**src/core/cpx_defs.vh**
```
// register numbers, field positions and reset values of the exception set
`ifndef CPX_DEFS_VH
`define CPX_DEFS_VH
`define CPX_REG_EXC_PC      5'h0e
`define CPX_REG_IDENT       5'h0f
`define CPX_REG_CONFIG      5'h10
`define CPX_REG_STATUS      5'h0c
`define CPX_REG_IWATCH      5'h12
`define CPX_REG_DWATCH      5'h13
`define CPX_REG_DBG_PC      5'h17
`define CPX_REG_DBG_CTL     5'h18
`define CPX_REG_PAR_OVR     5'h1a
`define CPX_REG_CERR        5'h1b
`define CPX_REG_TAG         5'h1c
`define CPX_REG_ERR_PC      5'h1e
// status bit positions
`define CPX_ST_EXL          1
`define CPX_ST_ERL          2
`define CPX_ST_UM           4
`define CPX_ST_SRF          20
`define CPX_ST_BEV          22
`define CPX_ST_CPO          17
// watch enable bits
`define CPX_IW_EN           0
`define CPX_DW_WR           0
`define CPX_DW_RD           1
// tag staging parity bit
`define CPX_TAG_PAR         0
// configuration read/write field width
`define CPX_CFG_K0_W        3
`define CPX_ZERO32          32'h0000_0000
`endif

```
**src/core/cpx_exception_regs.v**
```verilog
// coprocessor-0 exception processing register set
// Notes on behaviour
// - synchronous exception saves faulting pc, or branch pc with delay flag
// - exception restart pc frozen while exception level is set
// - identity: revision in bits 7:0, implementation in 15:8
// - identity upper halfword reads zero
// - revision major in 7:4, minor in 3:0
// - config 31:3 loaded at reset, read-only; 2:0 software field
// - software config field has no defined reset value
// - fetch address 31:2 match with enable raises instruction watch
// - load/store address 31:3 match with read/write enable raises data watch
// - watch matches under exception or error level are held pending
// - watch exceptions rank just below matching address errors
// - cache maintenance operations never raise data watch
// - parity override drives store parity while override bit set
// - override loaded by index-load-tag, replaces fill parity
// - cache error capture loads on cache error, also on bad read parity
// - tag staging written by cache and move; parity ignored on store tag
// - error restart pc saved on parity error, reset, soft reset, nmi
// - error restart pc has no delay indication, holds branch pc
// - exception sets exception level, return clears it
// - cold reset clears soft reset flag, sets error level and boot vectors
`timescale 1ns/1ps
`include "cpx_defs.vh"
module cpx_exception_regs #(
    parameter [7:0]  IMPL_NUM  = 8'h5a, // arbitrary value
    parameter [3:0]  REV_MAJOR = 4'h1,  // arbitrary value
    parameter [3:0]  REV_MINOR = 4'h0   // arbitrary value
) (
    // clock and reset
    input  wire        mclk_i,
    input  wire        rst_i,
    // hardware straps for config 31:3
    input  wire [28:0] cfg_strap_i,
    // coprocessor move port
    input  wire        mt_en_i,
    input  wire [4:0]  mt_sel_i,
    input  wire [31:0] mt_data_i,
    input  wire [4:0]  mf_sel_i,
    output reg  [31:0] mf_data_o,
    // exception events from pipeline
    input  wire        exc_take_i,
    input  wire        exc_pc_dly_i,
    input  wire [31:0] exc_pc_i,
    input  wire [31:0] exc_br_pc_i,
    input  wire        exc_ret_i,
    input  wire        err_exc_i,
    input  wire        soft_reset_i,
    input  wire        nmi_i,
    // watch inputs
    input  wire        fetch_vld_i,
    input  wire [31:0] fetch_addr_i,
    input  wire        fetch_adel_i,
    input  wire        ls_vld_i,
    input  wire        ls_store_i,
    input  wire        ls_cacheop_i,
    input  wire [31:0] ls_addr_i,
    input  wire        ls_ade_i,
    // cache interface
    input  wire        idx_load_tag_i,
    input  wire [7:0]  idx_par_i,
    input  wire [31:0] idx_tag_i,
    input  wire        idx_store_tag_i,
    input  wire        cache_err_i,
    input  wire        rd_bad_par_i,
    input  wire [31:0] cache_err_info_i,
    // outputs
    output wire [7:0]  par_override_o,
    output wire        par_override_en_o,
    output wire [31:0] tag_store_o,
    output wire        iwatch_exc_o,
    output wire        dwatch_exc_o,
    output wire        cache_err_exc_o,
    output wire        branch_delay_o,
    output wire        kernel_mode_o,
    output wire        bootstrap_vectors_o
);
    reg [31:0] exception_restart_pc;
    reg [31:0] error_restart_pc;
    reg [31:0] debug_restart_pc;
    reg [31:0] debug_control_status;
    reg [31:0] cache_error_capture;
    reg [31:0] cache_tag_staging;
    reg [7:0]  cache_parity_override;
    reg [31:0] instruction_watch_point;
    reg [31:0] data_watch_point;
    reg [28:0] cfg_hw;
    // left out of reset on purpose, software must load it
    reg [2:0]  kseg_cacheability;
    reg        exception_level;
    reg        error_level;
    reg        user_mode_select;
    reg        soft_reset_flag;
    reg        bootstrap_vectors;
    reg        parity_override_en;
    reg        branch_delay;
    reg        iw_pend;
    reg        dw_pend;

    wire lvl_busy = exception_level | error_level;
    wire [29:0] fetch_watch_address = instruction_watch_point[31:2];
    wire [28:0] load_store_watch_address = data_watch_point[31:3];
    wire i_hit = fetch_vld_i & ~fetch_adel_i
        & instruction_watch_point[`CPX_IW_EN]
        & (fetch_addr_i[31:2] == fetch_watch_address);
    wire d_hit = ls_vld_i & ~ls_cacheop_i & ~ls_ade_i
        & (ls_addr_i[31:3] == load_store_watch_address)
        & (ls_store_i ? data_watch_point[`CPX_DW_WR]
                      : data_watch_point[`CPX_DW_RD]);
    wire ce_exc = cache_err_i | rd_bad_par_i;
    wire any_reset_exc = soft_reset_i | nmi_i;
    wire [31:0] restart_pc = exc_pc_dly_i ? exc_br_pc_i : exc_pc_i;

    assign iwatch_exc_o = ~lvl_busy & (i_hit | iw_pend);
    assign dwatch_exc_o = ~lvl_busy & (d_hit | dw_pend);
    assign cache_err_exc_o = ce_exc;
    assign par_override_o = cache_parity_override;
    assign par_override_en_o = parity_override_en;
    assign tag_store_o = {cache_tag_staging[31:1], 1'b0};
    assign branch_delay_o = branch_delay;
    assign kernel_mode_o = lvl_busy | ~user_mode_select;
    assign bootstrap_vectors_o = bootstrap_vectors;

    wire wr = mt_en_i;
    always @(posedge mclk_i) begin
        if (rst_i) begin
            exception_level    <= 1'b0;
            error_level        <= 1'b1;
            bootstrap_vectors  <= 1'b1;
            soft_reset_flag    <= 1'b0;
            user_mode_select   <= 1'b0;
            parity_override_en <= 1'b0;
            branch_delay       <= 1'b0;
            iw_pend            <= 1'b0;
            dw_pend            <= 1'b0;
            instruction_watch_point[`CPX_IW_EN] <= 1'b0;
            data_watch_point[`CPX_DW_WR] <= 1'b0;
            data_watch_point[`CPX_DW_RD] <= 1'b0;
            cfg_hw             <= cfg_strap_i;
            error_restart_pc   <= exc_pc_i;
        end else begin
            // software moves, read-only targets fall through
            if (wr && mt_sel_i == `CPX_REG_EXC_PC)
                exception_restart_pc <= mt_data_i;
            if (wr && mt_sel_i == `CPX_REG_CONFIG)
                kseg_cacheability <= mt_data_i[2:0];
            if (wr && mt_sel_i == `CPX_REG_IWATCH)
                instruction_watch_point <= mt_data_i;
            if (wr && mt_sel_i == `CPX_REG_DWATCH)
                data_watch_point <= mt_data_i;
            if (wr && mt_sel_i == `CPX_REG_DBG_PC)
                debug_restart_pc <= mt_data_i;
            if (wr && mt_sel_i == `CPX_REG_DBG_CTL)
                debug_control_status <= mt_data_i;
            if (wr && mt_sel_i == `CPX_REG_PAR_OVR)
                cache_parity_override <= mt_data_i[7:0];
            if (wr && mt_sel_i == `CPX_REG_ERR_PC)
                error_restart_pc <= mt_data_i;
            if (wr && mt_sel_i == `CPX_REG_TAG)
                cache_tag_staging <= mt_data_i;
            if (wr && mt_sel_i == `CPX_REG_STATUS) begin
                exception_level    <= mt_data_i[`CPX_ST_EXL];
                error_level        <= mt_data_i[`CPX_ST_ERL];
                user_mode_select   <= mt_data_i[`CPX_ST_UM];
                soft_reset_flag    <= mt_data_i[`CPX_ST_SRF];
                bootstrap_vectors  <= mt_data_i[`CPX_ST_BEV];
                parity_override_en <= mt_data_i[`CPX_ST_CPO];
            end
            // cache operations load staging and override
            if (idx_load_tag_i) begin
                cache_parity_override <= idx_par_i;
                cache_tag_staging <= idx_tag_i;
            end
            if (ce_exc)
                cache_error_capture <= cache_err_info_i;
            // watch pending, set wins over taking
            if (lvl_busy) begin
                if (i_hit)
                    iw_pend <= 1'b1;
                if (d_hit)
                    dw_pend <= 1'b1;
            end else begin
                iw_pend <= 1'b0;
                dw_pend <= 1'b0;
            end
            if (exc_ret_i)
                exception_level <= 1'b0;
            if (exc_take_i) begin
                exception_level <= 1'b1;
                if (!exception_level) begin
                    exception_restart_pc <= restart_pc;
                    branch_delay <= exc_pc_dly_i;
                end
            end
            if (ce_exc || err_exc_i || any_reset_exc) begin
                error_restart_pc <= restart_pc;
                error_level <= 1'b1;
            end
            if (any_reset_exc) begin
                soft_reset_flag   <= 1'b1;
                bootstrap_vectors <= 1'b1;
            end
        end
    end

    // move-from read mux
    always @(posedge mclk_i) begin
        if (rst_i)
            mf_data_o <= `CPX_ZERO32;
        else begin
            case (mf_sel_i)
                `CPX_REG_EXC_PC:  mf_data_o <= exception_restart_pc;
                `CPX_REG_IDENT:   mf_data_o <= {16'h0000, IMPL_NUM,
                                        REV_MAJOR, REV_MINOR};
                `CPX_REG_CONFIG:  mf_data_o <= {cfg_hw, kseg_cacheability};
                `CPX_REG_STATUS:  mf_data_o <= {9'h000,
                    bootstrap_vectors, 1'b0, soft_reset_flag, 2'b00,
                    parity_override_en, 12'h000, user_mode_select,
                    1'b0, error_level, exception_level, 1'b0};
                `CPX_REG_IWATCH:  mf_data_o <= instruction_watch_point;
                `CPX_REG_DWATCH:  mf_data_o <= data_watch_point;
                `CPX_REG_DBG_PC:  mf_data_o <= debug_restart_pc;
                `CPX_REG_DBG_CTL: mf_data_o <= debug_control_status;
                `CPX_REG_PAR_OVR: mf_data_o <= {24'h00_0000,
                                                cache_parity_override};
                `CPX_REG_CERR:    mf_data_o <= cache_error_capture;
                `CPX_REG_TAG:     mf_data_o <= cache_tag_staging;
                `CPX_REG_ERR_PC:  mf_data_o <= error_restart_pc;
                default:          mf_data_o <= `CPX_ZERO32;
            endcase
        end
    end
endmodule

```
**config.mk**
```make
export PLATFORM = sky130hd
export DESIGN_NAME = cpx_exception_regs
export DESIGN_NICKNAME = d
export VERILOG_FILES = /design/src/core/cpx_exception_regs.v
export VERILOG_INCLUDE_DIRS = /design/src /design/src/core
export SDC_FILE = /design/constraint.sdc
export NUM_CORES = 1
export LEC_CHECK = 0
export ABC_AREA = 0
export BUFFER_PORTS_ARGS = -buffer_cell sky130_fd_sc_hd__buf_2
export CAP_MARGIN = 20
export CORE_UTILIZATION = 54
export CTS_CLUSTER_DIAMETER = 80
export DETAILED_ROUTE_END_ITERATION = 12
export PLACE_DENSITY = 0.78
export RECOVER_POWER = 50
export SLEW_MARGIN = 20
export SYNTH_ARGS = -nofsm -noshare
export SYNTH_HDL_FRONTEND = slang
export SYNTH_SLANG_ARGS = --single-unit
```
**constraint.sdc**
```tcl
create_clock -name mclk_i -period 6.87 [get_ports mclk_i]
set_clock_uncertainty 0.05 [all_clocks]
set_input_delay 1.374 -clock mclk_i [delete_from_list [all_inputs] [get_ports mclk_i]]
set_output_delay 1.374 -clock mclk_i [all_outputs]
set_load 0.01 [all_outputs]
```
==> flow_summary_export.csv <==
group,metric,value,unit
routing,first_pass_iters,7,
finish,finalNetCount,1704,
status,outcome,"complete, but fails checks",
setup_path,critPathKind,"input pin to register",
finish,nFillCells,2087,
die,core,0.02718,mm^2
setup_path,path_cells,"clkbuf_1, inv_2, and2_2",
clocking,cts_sinks,337,
sta,fmax,0.1849,GHz
status,violations,"max-capacitance violations, max-slew violations",
yosys,synth-seq-area-share,64.01,%
clocking,cts_root_buf,"clkbuf_16",
yosys,ys_seq_elements,337,
setup_path,critPathCaptureType,"register",
global_route,gr-usage-all-layers,33.79,%
setup_path,regToRegSetupSlack,4.57,ns
die,die_h,169.3,um
setup_path,path_max_fanout,62,
global_route,grt_pass1_wl,69920,um
sta,tns,0,ns
place,routabilityCongestion,0.8694,
routing,drtAntennaViolNets,0,
yosys,syn_nets,1392,
yosys,yosys_warnings,0,
place,dp_hpwl,31050,um
sta,period_share,78.73,%
clocking,postCtsSetupBuffers,0,
min_path,hold_path_depth,2,
pwr,peakVddDrop,0.0001663,V
sta,period_needed,5.409,ns
routing,wire_per_inst,27.13,um
routing,num_vias,11372,
finish,layout_common_cells,"edfxtp_1, buf_2, clkbuf_1",
yosys,ys_types,55,
yosys,synth_top_cell_by_area,"edfxtp_1",
yosys,synth_top_area_share,58.19,%
sta,rsz0062_at_grt,"false",
setup_path,worstPathRequired,6.93,ns
job,drv_cap,3,
sta,drv_slew,126,
sta,whs,0.4571,ns
global_route,gr-total-overflow,0,
finish,fin_area,0.01803,mm^2
die,core.rowCount,60,
sta,tightest_slew,3.158,ns
clocking,clk_pin_slew,0.06,ns
die,io_pins,369,
pwr,powerDensity,266.5,mW/mm^2
finish,drive_above_1_share,27.51,%
routing,drt_iter0_markers,1556,
routing,routed_via_density,6.252,
global_route,antenna_found_initial,5,
finish,utilization,66.35,%
min_path,hp-class,"register to register",
clocking,postCtsResizedCells,0,
die,start_util,55.64,%
setup_path,rr_worst_depth,5,
yosys,syn-cell-area,0.01512,mm^2
setup_path,startpoint_type,"input pin",
clocking,clk_path_buf_depth,3,
setup_path,timing.rr.start,"instruction_watch_point[24]",
pwr,leakagePower,6.278,nW
yosys,synth_cells,1102,
setup_path,max_stage_delay,2.18,ns
routing,routed_wl,49360,um
finish,register_area,0.009679,mm^2
place,port_buffers,361,
yosys,synth-edff-count,293,
yosys,synthArstFlopShare,0,%
routing,route.detailed.drc,0,
place,placed_cell_area,0.01694,mm^2
setup_path,critPathArrivalTime,5.47,ns
finish,areaGrowthSynthToFinish,19.25,%
setup_path,path_delay_family,"buffers and inverters",
clocking,cts_htree_levels,2,
setup_path,crit_end,"data_watch_point[14]",
clocking,cts_buffers,37,
finish,multi_input_area,0.004848,mm^2
setup_path,crit_cells,3,
global_route,grt_pass1_vias,11215,
sta,finalHoldViolCount,0,
clocking,cts_hold_buf,0,
sta,relSlewSlack,-110.5,%
die,die_w,169.3,um
yosys,syn_avg_cell_area,13.72,um^2
setup_path,crit_buf_inv,2,
min_path,hold_start,"branch_delay_o",
clocking,cts_tree,"done",
yosys,synth_flop_cell,"edfxtp_1",
global_route,grt_max_degree,66,
yosys,synth_area_leaders,"edfxtp_1, dfxtp_1, mux2i_1, mux2_2, a22oi_1",
setup_path,r2r-end,"iw_pend",
sta,setup_viol,0,
die,die-area,0.02867,mm^2
finish,final_common_cell,"edfxtp_1",
clocking,clk_latency,0.51,ns
setup_path,cp_slowest_cell,"clkbuf_1",
setup_path,cp-startpoint,"rst_i",
## through the flow
step,cells,total power [mW],setup WS (ns)
6_report,1819,4.805,1.461
3_5_place_dp,1747,2.819,1.952
3_3_place_gp,1747,2.807,1.942
4_1_cts,1815,4.804,1.931
5_1_grt,1819,4.912,1.251
2_1_floorplan,1102,2.617,1.321
## layer usage
layer	wire length [um]	vias up	track usage (%)
met3	5088	126	6.063
met4	1459	2	12.14
met5	11	-	0
met2	23760	851	55.02
li1	-	4886	-
met1	19040	5507	45.65
## cell usage after synthesis, types with 2 or more instances
master and count:
o21a_1 2, nor2_1 14, and3_1 17, buf_4 46
nor3_2 2, buf_6 7, clkbuf_1 36, a21oi_1 18
nor3_1 8, edfxtp_1 293, nor3_4 2, o21ai_0 66
a22o_1 12, a221oi_2 5, a32o_1 3, nor4b_1 2
xnor2_1 50, inv_1 3, and2_1 5, nor2b_1 3
a32oi_1 2, a222oi_1 24, nand3_1 9, a31oi_1 14
nand4_1 12, nor4_1 9, a221oi_1 10, o21ai_1 5
mux2i_1 76, nand2_1 113, a22oi_1 75, xor2_1 9
a41oi_1 7, and3b_1 2, buf_2 14, mux2_2 57
dfxtp_1 44, nand2b_1 9
## logic make-up (layout without fill, tap and decap cells)
family,count (synthesis),count (layout),synth area share (%)
flops,337,337,64.01
compound gates,245,245,11.56
simple gates,220,220,7.447
mux,133,133,9.276
buf+inv,107,448,4.261
xor+xnor,59,59,3.417
other cells,1,5,0.02480
## where the power goes
| part | leakage (nW) | internal [mW] | switching (mW) |
|---|---|---|---|
| combinational | 2.53 | 0.157 | 0.239 |
| clock | 0.609 | 1.22 | 0.800 |
| sequential | 3.14 | 2.34 | 0.0457 |
## final cells by class
cell class | instances | area share [%]
tap | 372 | 2.581
timing repair buffer | 377 | 9.868
antenna | 4 | 0.05551
clock buffer | 52 | 5.850
clock inverter | 16 | 1.013
multi-input combinational | 658 | 26.89
inverter | 3 | 0.06245
sequential | 337 | 53.68
## worst min-delay path by stage
stage	to	slack [ns]
after floorplan	dw_pend	0.42
after global placement	branch_delay_o	0.42
after detailed placement	branch_delay_o	0.44
after CTS	branch_delay_o	0.46
after global routing	iw_pend	0.48
final	branch_delay_o	0.46
## worst min-delay path: stages (launching register included)
cell     delay [ns]
dfxtp_1        0.33
mux2i_1        0.07
nor2_1         0.07
Power figures use the tool's default switching activity.
